## src/common/ber_pkg.sv

```systemverilog
package ber_pkg;

  // bus and field widths
  localparam int DATA_W    = 64;
  localparam int ADDR_W    = 7;
  localparam int CAUSE_W   = 3;
  localparam int NUM_CODES = 8;
  localparam int IRQ_W     = 3;
  localparam int DROP_W    = 16;

  // register byte offsets, eight-byte stride
  localparam logic [ADDR_W-1:0] OFF_CAUSE      = 7'h00;
  localparam logic [ADDR_W-1:0] OFF_ADDR       = 7'h08;
  localparam logic [ADDR_W-1:0] OFF_ENABLE     = 7'h10;
  localparam logic [ADDR_W-1:0] OFF_PLIC_MASK  = 7'h18;
  localparam logic [ADDR_W-1:0] OFF_ACCRUED    = 7'h20;
  localparam logic [ADDR_W-1:0] OFF_HART_MASK  = 7'h28;
  localparam logic [ADDR_W-1:0] OFF_IRQ_STATUS = 7'h30;
  localparam logic [ADDR_W-1:0] OFF_IRQ_MASK   = 7'h38;
  localparam logic [ADDR_W-1:0] OFF_DROP_COUNT = 7'h40;

  // cause codes; 1, 3 and 4 are reserved
  localparam logic [CAUSE_W-1:0] CAUSE_NONE          = 3'h0;
  localparam logic [CAUSE_W-1:0] CAUSE_ICACHE_CORR   = 3'h2;
  localparam logic [CAUSE_W-1:0] CAUSE_BUS_ERR       = 3'h5;
  localparam logic [CAUSE_W-1:0] CAUSE_DCACHE_CORR   = 3'h6;
  localparam logic [CAUSE_W-1:0] CAUSE_DCACHE_UNCORR = 3'h7;

  // codes that can actually be reported
  localparam logic [NUM_CODES-1:0] IMPL_CODES = 8'he4;

  // reset values
  localparam logic [CAUSE_W-1:0]   RST_CAUSE = 3'h0;
  localparam logic [DATA_W-1:0]    RST_ADDR  = 64'h0;
  localparam logic [NUM_CODES-1:0] RST_MASK  = 8'h00;
  localparam logic [IRQ_W-1:0]     RST_IRQ   = 3'h0;
  localparam logic [DROP_W-1:0]    RST_DROP  = 16'h0000;
  localparam logic [DROP_W-1:0]    DROP_MAX  = 16'hffff;

  // bit positions of the block's own interrupt status
  localparam int IRQ_RECORDED = 0;
  localparam int IRQ_DROPPED  = 1;
  localparam int IRQ_UNCORR   = 2;

  // cause number the hart uses for the local error interrupt
  localparam int HART_IRQ_CAUSE = 128;

  // one event source, indexed by its cause code
  typedef struct packed {
    logic              valid;
    logic              addr_known;
    logic [DATA_W-1:0] addr;
  } ber_event_s;

  // register port request
  typedef struct packed {
    logic              wr;
    logic              rd;
    logic [ADDR_W-1:0] addr;
    logic [DATA_W-1:0] wdata;
  } ber_reg_req_s;

endpackage

```

## src/design/ber_top.sv

```systemverilog
`timescale 1ns/10ps
`default_nettype none
module ber_top
(
  input  wire logic                                         mclk,
  input  wire logic                                         srst,
  input  wire ber_pkg::ber_reg_req_s                        reg_req,
  output logic [ber_pkg::DATA_W-1:0]                        reg_rdata,
  input  wire ber_pkg::ber_event_s [ber_pkg::NUM_CODES-1:0] events,
  output logic                                              plic_irq,
  output logic                                              hart_irq,
  output logic                                              irq
);

  // software-visible state
  logic [ber_pkg::CAUSE_W-1:0]   cause;
  logic [ber_pkg::DATA_W-1:0]    err_addr;
  logic [ber_pkg::NUM_CODES-1:0] enable;
  logic [ber_pkg::NUM_CODES-1:0] plic_mask;
  logic [ber_pkg::NUM_CODES-1:0] accrued;
  logic [ber_pkg::NUM_CODES-1:0] hart_mask;
  logic [ber_pkg::IRQ_W-1:0]     irq_status;
  logic [ber_pkg::IRQ_W-1:0]     irq_mask;
  logic [ber_pkg::DROP_W-1:0]    drop_count;

  // event selection results
  logic [ber_pkg::NUM_CODES-1:0] hit;
  logic                          any_enabled;
  logic [ber_pkg::CAUSE_W-1:0]   pick_code;
  logic [ber_pkg::DATA_W-1:0]    pick_addr;

  // decoded strobes
  logic wr_cause;
  logic wr_addr;
  logic wr_enable;
  logic wr_plic;
  logic wr_accrued;
  logic wr_hart;
  logic wr_irq_status;
  logic wr_irq_mask;
  logic wr_drop;

  // derived conditions and next values
  logic                          cause_empty;
  logic                          record;
  logic                          dropped;
  logic [ber_pkg::NUM_CODES-1:0] next_accrued;
  logic [ber_pkg::IRQ_W-1:0]     irq_set;
  logic [ber_pkg::IRQ_W-1:0]     irq_clr;
  logic [ber_pkg::IRQ_W-1:0]     next_irq_status;
  logic [ber_pkg::DROP_W-1:0]    next_drop_count;
  logic [ber_pkg::DATA_W-1:0]    next_rdata;

  ber_event_pick u_pick
  (
    .events      (events),
    .enable      (enable),
    .hit         (hit),
    .any_enabled (any_enabled),
    .pick_code   (pick_code),
    .pick_addr   (pick_addr)
  );

  // write decode; the master never raises both strobes at once
  always_comb
  begin
    wr_cause      = 1'b0;
    wr_addr       = 1'b0;
    wr_enable     = 1'b0;
    wr_plic       = 1'b0;
    wr_accrued    = 1'b0;
    wr_hart       = 1'b0;
    wr_irq_status = 1'b0;
    wr_irq_mask   = 1'b0;
    wr_drop       = 1'b0;
    if (reg_req.wr)
    begin
      case (reg_req.addr)
        ber_pkg::OFF_CAUSE:      wr_cause      = 1'b1;
        ber_pkg::OFF_ADDR:       wr_addr       = 1'b1;
        ber_pkg::OFF_ENABLE:     wr_enable     = 1'b1;
        ber_pkg::OFF_PLIC_MASK:  wr_plic       = 1'b1;
        ber_pkg::OFF_ACCRUED:    wr_accrued    = 1'b1;
        ber_pkg::OFF_HART_MASK:  wr_hart       = 1'b1;
        ber_pkg::OFF_IRQ_STATUS: wr_irq_status = 1'b1;
        ber_pkg::OFF_IRQ_MASK:   wr_irq_mask   = 1'b1;
        ber_pkg::OFF_DROP_COUNT: wr_drop       = 1'b1;
        default:                 wr_cause      = 1'b0;
      endcase
    end
  end

  // recording is armed only while the cause slot is empty
  assign cause_empty = (cause == ber_pkg::CAUSE_NONE);
  assign record      = any_enabled & cause_empty;
  // an enabled event that finds the slot already taken is lost
  assign dropped     = any_enabled & ~cause_empty;

  // cause: a latch in the same cycle as a software write wins,
  // so a write never overwrites an error latched into an empty slot; an event in the re-arm write cycle is dropped
  always_ff @(posedge mclk)
  begin
    if (srst)
    begin
      cause <= ber_pkg::RST_CAUSE;
    end
    else if (record)
    begin
      cause <= pick_code;
    end
    else if (wr_cause)
    begin
      cause <= reg_req.wdata[ber_pkg::CAUSE_W-1:0];
    end
  end

  // error address follows the cause latch to the cycle
  always_ff @(posedge mclk)
  begin
    if (srst)
    begin
      err_addr <= ber_pkg::RST_ADDR;
    end
    else if (record)
    begin
      err_addr <= pick_addr;
    end
    else if (wr_addr)
    begin
      err_addr <= reg_req.wdata;
    end
  end

  // event enable mask
  always_ff @(posedge mclk)
  begin
    if (srst)
    begin
      enable <= ber_pkg::RST_MASK;
    end
    else if (wr_enable)
    begin
      enable <= reg_req.wdata[ber_pkg::NUM_CODES-1:0];
    end
  end

  // platform and hart interrupt masks
  always_ff @(posedge mclk)
  begin
    if (srst)
    begin
      plic_mask <= ber_pkg::RST_MASK;
      hart_mask <= ber_pkg::RST_MASK;
    end
    else
    begin
      if (wr_plic)
      begin
        plic_mask <= reg_req.wdata[ber_pkg::NUM_CODES-1:0];
      end
      if (wr_hart)
      begin
        hart_mask <= reg_req.wdata[ber_pkg::NUM_CODES-1:0];
      end
    end
  end

  // accrued ignores the enable mask; new events or over a write
  always_comb
  begin
    next_accrued = accrued;
    if (wr_accrued)
    begin
      next_accrued = reg_req.wdata[ber_pkg::NUM_CODES-1:0];
    end
    next_accrued = next_accrued | hit;
  end

  always_ff @(posedge mclk)
  begin
    if (srst)
    begin
      accrued <= ber_pkg::RST_MASK;
    end
    else
    begin
      accrued <= next_accrued;
    end
  end

  // the block's own events: recorded, lost, uncorrectable seen
  always_comb
  begin
    irq_set = ber_pkg::RST_IRQ;
    irq_set[ber_pkg::IRQ_RECORDED] = record;
    irq_set[ber_pkg::IRQ_DROPPED]  = dropped;
    irq_set[ber_pkg::IRQ_UNCORR]   = hit[ber_pkg::CAUSE_DCACHE_UNCORR];
    irq_clr = wr_irq_status ? reg_req.wdata[ber_pkg::IRQ_W-1:0]
                            : ber_pkg::RST_IRQ;
    next_irq_status = (irq_status & ~irq_clr) | irq_set; // set wins
  end

  always_ff @(posedge mclk)
  begin
    if (srst)
    begin
      irq_status <= ber_pkg::RST_IRQ;
    end
    else
    begin
      irq_status <= next_irq_status;
    end
  end

  always_ff @(posedge mclk)
  begin
    if (srst)
    begin
      irq_mask <= ber_pkg::RST_IRQ;
    end
    else if (wr_irq_mask)
    begin
      irq_mask <= reg_req.wdata[ber_pkg::IRQ_W-1:0];
    end
  end

  // lost-event counter saturates rather than wrapping, so a storm
  // never reads back as a small number; a write clears it
  always_comb
  begin
    next_drop_count = drop_count;
    if (wr_drop)
    begin
      next_drop_count = ber_pkg::RST_DROP;
    end
    if (dropped && next_drop_count != ber_pkg::DROP_MAX)
    begin
      next_drop_count = next_drop_count + 16'h0001;
    end
  end

  always_ff @(posedge mclk)
  begin
    if (srst)
    begin
      drop_count <= ber_pkg::RST_DROP;
    end
    else
    begin
      drop_count <= next_drop_count;
    end
  end

  // read mux; unmapped offsets and unused upper bits read zero
  always_comb
  begin
    next_rdata = '0;
    case (reg_req.addr)
      ber_pkg::OFF_CAUSE:
        next_rdata[ber_pkg::CAUSE_W-1:0] = cause;
      ber_pkg::OFF_ADDR:
        next_rdata = err_addr;
      ber_pkg::OFF_ENABLE:
        next_rdata[ber_pkg::NUM_CODES-1:0] = enable;
      ber_pkg::OFF_PLIC_MASK:
        next_rdata[ber_pkg::NUM_CODES-1:0] = plic_mask;
      ber_pkg::OFF_ACCRUED:
        next_rdata[ber_pkg::NUM_CODES-1:0] = accrued;
      ber_pkg::OFF_HART_MASK:
        next_rdata[ber_pkg::NUM_CODES-1:0] = hart_mask;
      ber_pkg::OFF_IRQ_STATUS:
        next_rdata[ber_pkg::IRQ_W-1:0] = irq_status;
      ber_pkg::OFF_IRQ_MASK:
        next_rdata[ber_pkg::IRQ_W-1:0] = irq_mask;
      ber_pkg::OFF_DROP_COUNT:
        next_rdata[ber_pkg::DROP_W-1:0] = drop_count;
      default:
        next_rdata = '0;
    endcase
  end

  // read data stand only in the cycle after the strobe
  always_ff @(posedge mclk)
  begin
    if (srst)
    begin
      reg_rdata <= '0;
    end
    else if (reg_req.rd)
    begin
      reg_rdata <= next_rdata;
    end
    else
    begin
      reg_rdata <= '0;
    end
  end

  // interrupt levels straight from register state, no extra delay
  assign plic_irq = |(accrued & plic_mask);
  // the hart cannot mask or delegate this one (cause 128)
  assign hart_irq = |(accrued & hart_mask);
  assign irq      = |(irq_status & irq_mask);

endmodule
`default_nettype wire

```

## src/design/ber_event_pick.sv

```systemverilog
`timescale 1ns/10ps
`default_nettype none
module ber_event_pick
(
  input  wire ber_pkg::ber_event_s [ber_pkg::NUM_CODES-1:0] events,
  input  wire logic [ber_pkg::NUM_CODES-1:0]                enable,
  output logic [ber_pkg::NUM_CODES-1:0]                     hit,
  output logic                                              any_enabled,
  output logic [ber_pkg::CAUSE_W-1:0]                       pick_code,
  output logic [ber_pkg::DATA_W-1:0]                        pick_addr
);

  logic [ber_pkg::NUM_CODES-1:0] en_hit;

  // reserved codes never report, whatever the source drives
  genvar g;
  generate
    for (g = 0; g < ber_pkg::NUM_CODES; g++)
    begin : g_hit
      assign hit[g]    = events[g].valid & ber_pkg::IMPL_CODES[g];
      assign en_hit[g] = hit[g] & enable[g];
    end
  endgenerate

  assign any_enabled = |en_hit;

  // highest code wins a tie, so an uncorrectable error beats the rest
  always_comb
  begin
    pick_code = ber_pkg::CAUSE_NONE;
    pick_addr = ber_pkg::RST_ADDR;
    for (int i = 0; i < ber_pkg::NUM_CODES; i++)
    begin
      if (en_hit[i])
      begin
        pick_code = ber_pkg::CAUSE_W'(i);
        pick_addr = events[i].addr_known ? events[i].addr
                                         : ber_pkg::RST_ADDR;
      end
    end
  end

endmodule
`default_nettype wire

```

## config.mk

```make
export PLATFORM = sky130hd
export DESIGN_NAME = ber_top
export DESIGN_NICKNAME = d
export VERILOG_FILES = /design/src/common/ber_pkg.sv /design/src/design/ber_top.sv /design/src/design/ber_event_pick.sv
export SDC_FILE = /design/constraint.sdc
export NUM_CORES = 1
export LEC_CHECK = 0
export ABC_CLOCK_PERIOD_IN_PS = 2700
export BUFFER_PORTS_ARGS = -buffer_cell sky130_fd_sc_hd__buf_2
export CORE_AREA = 2 2 260 262
export CTS_CLUSTER_DIAMETER = 200
export CTS_CLUSTER_SIZE = 10
export DETAILED_ROUTE_END_ITERATION = 10
export DIE_AREA = 0 0 262 264
export PLACE_DENSITY = 0.47
export SYNTH_ARGS = -nofsm -noshare
export SYNTH_HDL_FRONTEND = slang
export SYNTH_HIERARCHICAL = 1
export SYNTH_SLANG_ARGS = --single-unit
export TNS_END_PERCENT = 1
```

## constraint.sdc

```tcl
create_clock -name mclk -period 2.7 [get_ports mclk]
set_input_delay 0.54 -clock mclk [delete_from_list [all_inputs] [get_ports mclk]]
set_output_delay 0.54 -clock mclk [all_outputs]
set_load 0.005 [all_outputs]
```

==> impl_metrics.ini, run 1 <==
[outcome]
status = finished, final reports clean

[route]
totalWireLength_um = 49600
avgRoutedWirePerCell_um = 19.8
via_count = 11400
drt-initial-drc-count = 905
drtAntennaViolNets = 0
via_per_inst = 4.54
firstDrtPassIters = 7
drc = 0

[clock_network]
htree_levels = 4
cts_buffer_depth = 2
cts_tree = yes
clk-insertion-delay-late_ps = 480
cts_setup_buffers = 0
cts_sinks = 185
cts-root-buf = clkbuf_16
post_cts_resize_count = 0
hold_buffers = 0
cts_buffers = 17
path_clk_slew_ps = 80

[floorplan]
initial_core_util = 0.153
num_io_pins = 670
coreArea_um2 = 66600
chipHeight_um = 264
dieArea_um2 = 69200
die_w_um = 262
rows = 95

[yosys]
yosys_warnings = 6
async_flop_share = 0
synth_edf_count = 0
ys_ff_latch = 185
syn_area_um2 = 10200
synth_top_cell_area_share = 0.364
synth_top_area_cell = dfxtp_1
avgSynthCellArea_um2 = 8.07
synth-seq-area-share = 0.364
synth.distinct_cells = 58
synthFlopType = dfxtp_1
synth_cells = 1262
synth.area.top_cells = dfxtp_1 36%, nand2_1 8.7%, a311oi_1 5.8%

[global_route]
grt_max_degree = 66
grt_pass1_wl_um = 69000
grt_pass1_vias = 10900
antenna_found_initial = 6
grt_overflow = 0
track_usage = 0.136

[sta]
rsz0062_at_grt = no
slew_headroom = 0.464
fmax_ghz = 0.429
fin_crit_sh = 0.864
hold_ws_ps = 274
fin_setup_tns_ps = 0
hold_viol_final = 0
worstMarginPinSlew_ps = 805
fin_crit_ps = 2330
setup_viol = 0
finalMaxSlewViolations = 0
skew_ps = 13.9

[critical_path]
cp.required_ps = 3120
start_kind = register
path_cells = nand2_2, nand3_1, a21o_1, o31ai_1, or3_1, nor4_1, mux2i_1
critPathKind = reg2reg
path_depth = 7
slowest_delay_ps = 480
critPathArrivalTime_ps = 2750
path_buf_inv = 0
critical-path-top-delay-family = simple AND/OR/NAND/NOR gates
path_max_fanout = 5
critPathSlowestCell = dfxtp_1
worst_setup_path_end_kind = register
r2r_cells = 7

[layout]
drive_above_1_share = 0.319
layoutNonFillerInstCount = 2508
nets = 2222
final_area_um2 = 13700
final_core_util = 0.206
area_delta_synth_final_pct = 34.9
regArea_um2 = 3700
multiInputGateArea_um2 = 5480
fill_cells = 7519

[placed_design]
gp_congestion = 0.909
dp_hpwl_um = 38300
port_buffers = 405
dpl_cell_area_um2 = 13200
place_inst = 2473

[job]
max_cap_viol_count = 0

[power]
max-vdd-ir-drop_v = 0.000434
power_density_nw_per_um2 = 418
p_leak_nw = 5.89

[worst_hold_path]
holdCritPathClass = in2reg
min_path_cells = 2
[logic make-up (layout without fill, tap and decap cells)]
| family | after synthesis | in the layout | synth area share |
|---|---|---|---|
| other cells | 1 | 7 | 0.000368 |
| flops | 185 | 185 | 0.364 |
| buf+inv | 205 | 572 | 0.104 |
| mux | 45 | 45 | 0.0445 |
| compound gates | 291 | 291 | 0.219 |
| simple gates | 535 | 535 | 0.269 |
[registers in the layout, summed over array words and instances (netlist names), 8 cells and up]
register    flops
drop_count     16
plic_mask       8
reg_rdata      64
hart_mask       8
accrued         8
err_addr       64
enable          8
[through the flow]
stage | worst slack (ps) | power [mW]
6_report | 368 | 5.75
5_1_grt | 238 | 6.00
4_1_cts | 420 | 5.86
3_5_place_dp | 184 | 3.34
3_3_place_gp | 175 | 3.33
2_1_floorplan | 401 | 3.00
[final cells by class]
class                      instances  area share
multi-input combinational        875       0.399
sequential                       185       0.270
timing repair buffer             466       0.191
tap                              873      0.0795
clock buffer                      19      0.0315
inverter                          74      0.0202
clock inverter                    13     0.00829
antenna                            3    0.000546
[layout by cell type (no fill, tap or decap), types with 51 or more instances in the layout]
master	synthesis	final
a311oi_1	67	67
a31oi_1	76	76
and4_1	64	64
buf_2	39	404
buf_4	11	51
dfxtp_1	185	184
inv_1	74	74
nand2_1	235	232
nor2_1	86	85
o221ai_1	64	64
[path summary, 6_finish.rpt]
path	startpoint	end	slack, ps
max	enable[7]$_SDFFE_PP0P_	drop_count[13]$_SDFF_PP0_	370
min reg2reg	err_addr[26]$_SDFFE_PP0P_	reg_rdata[26]$_SDFF_PP0_	450
min	srst	err_addr[9]$_SDFFE_PP0P_	270
max reg2reg	enable[7]$_SDFFE_PP0P_	drop_count[13]$_SDFF_PP0_	370
[synth_stat cells (2+ instances only)]
cell type    n
a21o_1       7
o221ai_1    64
nand4_1     10
mux2i_1     43
buf_4       11
o31ai_1      3
nor2_1      86
and2_1      50
a21oi_1     29
or4_1        2
mux2_2       2
and4_1      64
a31oi_1     76
nand2_1    235
clkbuf_1    52
nor4_1       7
a311oi_1    67
a22o_1       9
nand3_1     26
dfxtp_1    185
inv_1       74
a22oi_1     14
nor3_1      10
a41oi_1      3
or3_1        3
a211oi_1     3
a2bb2oi_1    7
nand2b_1     8
buf_6       26
buf_1        3
and3_1      12
nor2b_1      2
nand3b_1     6
buf_2       39
[power breakdown]
group / switching (mW) / leakage [nW] / internal, mW
clock: 1.27 / 0.260 / 1.20
sequential: 0.0174 / 1.49 / 2.74
combinational: 0.278 / 4.14 / 0.240
[per-layer routing]
metal	vias up	part of all wire	global-route usage	wire [um]
li1	5307	-	-	-
met1	5455	0.45	0.179	22400
met2	566	0.44	0.215	22000
met3	52	0.090	0.0367	4460
met4	4	0.015	0.0391	748
met5	-	0.00040	0	20
(Power assumes the default switching activity.)
==> run 2, diff against run 1 <==
Settings changed: ABC_AREA set to 1, CORE_AREA 2 2 260 262 to 2 2 263 265, DIE_AREA 0 0 262 264 to 0 0 265 267.
==> impl_metrics.ini, run 2 <==
[critical_path]
path_depth = 4
critPathKind = reg2out
worst_setup_path_end_kind = output pin
slowest_delay_ps = 530
critPathArrivalTime_ps = 1690
critPathSlowestCell = or4_1
path_max_fanout = 3
r2r_cells = 11
critical-path-top-delay-family = simple AND/OR/NAND/NOR gates
path_buf_inv = 2
path_cells = inv_1, o21ai_0, or4_1, buf_2
cp.required_ps = 2160
start_kind = register

[layout]
final_cell_mix = 611 x nand2_1, 405 x buf_2, 184 x dfxtp_1, 169 x nor2_1, 131 x nand4_1
regArea_um2 = 3700
fill_cells = 7850
multiInputGateArea_um2 = 6260
drive_above_1_share = 0.252
nets = 2713
layout_commonest_cell = nand2_1
final_core_util = 0.218
reg.largest.list = err_addr (64), reg_rdata (64), drop_count (16)
layoutNonFillerInstCount = 3011
area_delta_synth_final_pct = 33.5

[route]
firstDrtPassIters = 5
via_count = 12900
drt-initial-drc-count = 870
via_per_inst = 4.30
totalWireLength_um = 55700
drc = 0
drtAntennaViolNets = 0
avgRoutedWirePerCell_um = 18.5

[floorplan]
rows = 96
initial_core_util = 0.163
coreArea_um2 = 68000
chipHeight_um = 267
num_io_pins = 670
die_w_um = 265
dieArea_um2 = 70800

[clock_network]
cts_buffer_depth = 2
cts-root-buf = clkbuf_16
htree_levels = 4
cts_tree = yes
path_clk_slew_ps = 80
cts_buffers = 17
clk-insertion-delay-late_ps = 490
post_cts_resize_count = 0
hold_buffers = 0
cts_sinks = 185
cts_setup_buffers = 0

[sta]
fin_crit_ps = 2230
fin_setup_tns_ps = 0
rsz0062_at_grt = no
slew_headroom = 0.544
setup_viol = 0
worstMarginPinSlew_ps = 684
finalMaxSlewViolations = 0
skew_ps = 18.7
hold_viol_final = 0
fin_crit_sh = 0.824
fmax_ghz = 0.449

[power]
power_density_nw_per_um2 = 404
max-vdd-ir-drop_v = 0.000320
p_leak_nw = 6.88

[yosys]
yosysMostFrequentCell = nand2_1
yosys_warnings = 6
synth.distinct_cells = 37
synth_top_area_cell = dfxtp_1
synthTopCellsByCount = 615 x nand2_1, 185 x dfxtp_1, 170 x nor2_1, 131 x inv_1, 131 x nand4_1
syn_area_um2 = 11100
async_flop_share = 0
synth_cells = 1774
synth.area.top_cells = dfxtp_1 33%, nand2_1 21%, nand4_1 7.4%
ys_ff_latch = 185
avgSynthCellArea_um2 = 6.26
synth_top_cell_area_share = 0.333
synth-seq-area-share = 0.333
synth_edf_count = 0
synthFlopType = dfxtp_1

[placed_design]
port_buffers = 405
gp_congestion = 0.856
place_inst = 2973
dp_hpwl_um = 41500

[global_route]
use_met2 = 0.217
grt_max_degree = 112
grt_pass1_wl_um = 80200
grt_use_met3 = 0.0375
track_usage = 0.154
antenna_found_initial = 11
grt_overflow = 0
busiest_layer = met1
use_met1 = 0.224
grt_pass1_vias = 12100

[worst_hold_path]
holdCritPathClass = in2reg
min_path_cells = 3

[job]
max_cap_viol_count = 0

[outcome]
status = finished, final reports clean
==> run 2: changes by cell type in the layout (fill, tap and decap cells not counted), moves of 63 or more <==
cell,before,now
o21a_1,0,64
nand4_1,10,131
o221ai_1,64,1
o21ai_0,0,103
and4_1,64,0
nor2_1,85,169
nand2_1,232,611
a311oi_1,67,0
==> run 2: cell families (layout without fill, tap and decap cells) <==
group / after synthesis / in the layout / synth area share
AOI/OAI and AO/OA: 327 / 327 / 0.178
and+or+nand+nor: 978 / 978 / 0.378
buffers and inverters: 283 / 629 / 0.110
other: 1 / 10 / 0.000338
DFF: 185 / 185 / 0.333
==> run 2: area by class of cell <==
class / instances / area share
inverters: 140 / 0.0357
clock buffers: 20 / 0.0301
repair buffers: 457 / 0.178
clock inverters: 12 / 0.00877
diodes: 6 / 0.00101
multi-input cells: 1309 / 0.422
flip-flops and latches: 185 / 0.250
well taps: 882 / 0.0744
==> run 2: worst paths after layout <==
path         slack, ps                   endpoint                 startpoint
max                470                   plic_irq  plic_mask[4]$_SDFFE_PP0P_
min                310  err_addr[39]$_SDFFE_PP0P_                reg_req[39]
max reg2reg        550  drop_count[13]$_SDFF_PP0_     enable[6]$_SDFFE_PP0P_
min reg2reg        410   reg_rdata[57]$_SDFF_PP0_  err_addr[57]$_SDFFE_PP0P_
==> run 2: per-layer routing <==
metal / routed length [um] / share of wire
met2: 22500 / 0.40
met5: 39 / 0.00070
met3: 3830 / 0.069
met4: 1300 / 0.023
met1: 28000 / 0.50
==> run 2: through the flow <==
stage / power [mW] / cell area, um2 / hold slack [ps] / setup slack [ps]
after floorplan: 3.06 / 11100 / 405 / 552
after global placement: 3.45 / 14200 / 411 / 301
after detailed placement: 3.44 / 14200 / 412 / 303
after CTS: 6.10 / 14800 / 259 / 420
after global routing: 6.24 / 14800 / 299 / 360
final: 5.99 / 14800 / 310 / 474
==> run 2: power by group <==
| part | internal (mW) | switching (mW) | total, mW |
|---|---|---|---|
| registers | 2.75 | 0.0164 | 2.77 |
| logic | 0.267 | 0.343 | 0.610 |
| clock network | 1.33 | 1.28 | 2.61 |
| total | 4.34 | 1.64 | 5.99 |
==> run 2: tightest hold or removal path, stage by stage <==
cell     delay, ps
buf_2           90
nand2_1         50
a31oi_1         70
==> run 3, diff against run 2 <==
Settings changed: ABC_CLOCK_PERIOD_IN_PS 2700 to 2250.
Clock period 2.7 ns to 2.25 ns, I/O delays scaled along.
==> impl_metrics.ini, run 3 (synthesis results as in run 2) <==
[sta]
hold_viol_final = 0
hold_ws_ps = 215
fin_setup_tns_ps = 0
fin_crit_sh = 0.958
fin_crit_ps = 2150
rsz0062_at_grt = no
fmax_ghz = 0.464
finalMaxSlewViolations = 0
skew_ps = 25.0
setup_viol = 0
slew_headroom = 0.515
worstMarginPinSlew_ps = 728
setup_slack_ps = 95.5

[clock_network]
cts_sinks = 185
htree_levels = 4
cts-root-buf = clkbuf_16
cts_buffer_depth = 2
clk-insertion-delay-late_ps = 490
post_cts_resize_count = 0
cts_tree = yes
cts_setup_buffers = 0
path_clk_slew_ps = 80
cts_buffers = 17
hold_buffers = 0

[power]
p_seq_frac = 0.458
p_switching_mw = 2.01
comb_power_share = 0.103
power_density_nw_per_um2 = 483
p_int_mw = 5.25
switching_share = 0.277
clock_power_share = 0.439
p_leak_nw = 7.00
max-vdd-ir-drop_v = 0.000453

[critical_path]
worst_setup_path_end_kind = output pin
reg2reg_slack_ps = 230
path_buf_inv = 2
start_kind = register
path_max_fanout = 3
path_cells = inv_1, o22ai_1, or4_1, buf_2
critical-path-top-delay-family = simple AND/OR/NAND/NOR gates
critPathArrivalTime_ps = 1700
critPathSlowestCell = or4_1
cp.required_ps = 1800
critPathKind = reg2out
slowest_delay_ps = 540

[global_route]
grt_max_degree = 84
grt_pass1_wl_um = 81100
track_usage = 0.154
antenna_found_initial = 13
grt_pass1_vias = 12500
grt_overflow = 0

[layout]
nets = 2736
regArea_um2 = 3700
multiInputGateArea_um2 = 6260
fill_cells = 7888
final_cell_mix = 611 x nand2_1, 405 x buf_2, 184 x dfxtp_1, 169 x nor2_1, 131 x nand4_1
reg.largest.list = err_addr (64), reg_rdata (64), drop_count (16)
final_area_um2 = 15000
layout_commonest_cell = nand2_1
area_delta_synth_final_pct = 35.3
drive_above_1_share = 0.260

[placed_design]
port_buffers = 405
dp_hpwl_um = 42700
post-place-ws_ps = -6.39
gp_congestion = 0.869
dpl_cell_area_um2 = 14400

[route]
avgRoutedWirePerCell_um = 18.4
maxUsedRoutingLayer = met5
drtAntennaViolNets = 0
via_per_inst = 4.35
totalWireLength_um = 55800
drc = 0
wl_met1_um = 27300
dr_wl_met2_um = 23300
wl_met3_um = 4280
via_count = 13200
drt-initial-drc-count = 779
firstDrtPassIters = 5

[outcome]
status = finished, final reports clean

[floorplan]
chipHeight_um = 267
rows = 96
dieArea_um2 = 70800
die_w_um = 265
initial_core_util = 0.163
coreArea_um2 = 68000
num_io_pins = 670

[worst_hold_path]
holdCritPathClass = in2reg

[job]
max_cap_viol_count = 0
run 3: metal layers:
metal | vias to the layer above | global-route usage
met2 | 487 | 0.222
met4 | 8 | 0.0464
met3 | 47 | 0.0415
met5 | - | 0
li1 | 6562 | -
met1 | 6098 | 0.222
run 3: final cells by class:
| class | instances | share of cell area |
|---|---|---|
| clock inverters | 13 | 0.0104 |
| repair buffers | 480 | 0.187 |
| inverters | 140 | 0.0352 |
| multi-input cells | 1309 | 0.416 |
| clock buffers | 19 | 0.0295 |
| diodes | 8 | 0.00133 |
| well taps | 882 | 0.0734 |
| flip-flops and latches | 185 | 0.247 |
run 3: path summary, 6_finish.rpt:
check,start,endpoint,cells past startpoint
min,reg_req[37],err_addr[37]$_SDFFE_PP0P_,3
max reg2reg,enable[6]$_SDFFE_PP0P_,err_addr[0]$_SDFFE_PP0P_,8
max,accrued[6]$_SDFF_PP0_,plic_irq,4
min reg2reg,err_addr[47]$_SDFFE_PP0P_,reg_rdata[47]$_SDFF_PP0_,2
run 3: stage by stage:
step	cells	util	power (mW)
6_report	3036	0.221	7.25
3_5_place_dp	2996	0.212	4.14
5_1_grt	3031	0.221	7.57
3_3_place_gp	2996	0.212	4.15
4_1_cts	3028	0.221	7.39
2_1_floorplan	1777	-	3.68
run 3: power groups by stage:
stage,clock network (mW),registers (mW),logic [mW]
2_1_floorplan,0,3.39,0.285
5_1_grt,3.42,3.33,0.818
6_report,3.19,3.32,0.744
3_5_place_dp,0,3.40,0.745
3_3_place_gp,0,3.40,0.749
4_1_cts,3.32,3.32,0.749
run 3: worst register-to-register path, stage by stage (launching register included):
cell and delay (ps):
dfxtp_1 440, nand3_2 440, buf_12 320, o21a_1 260
nand2_1 90, inv_1 30, o21ai_0 160, nand2_1 70
a21oi_1 150
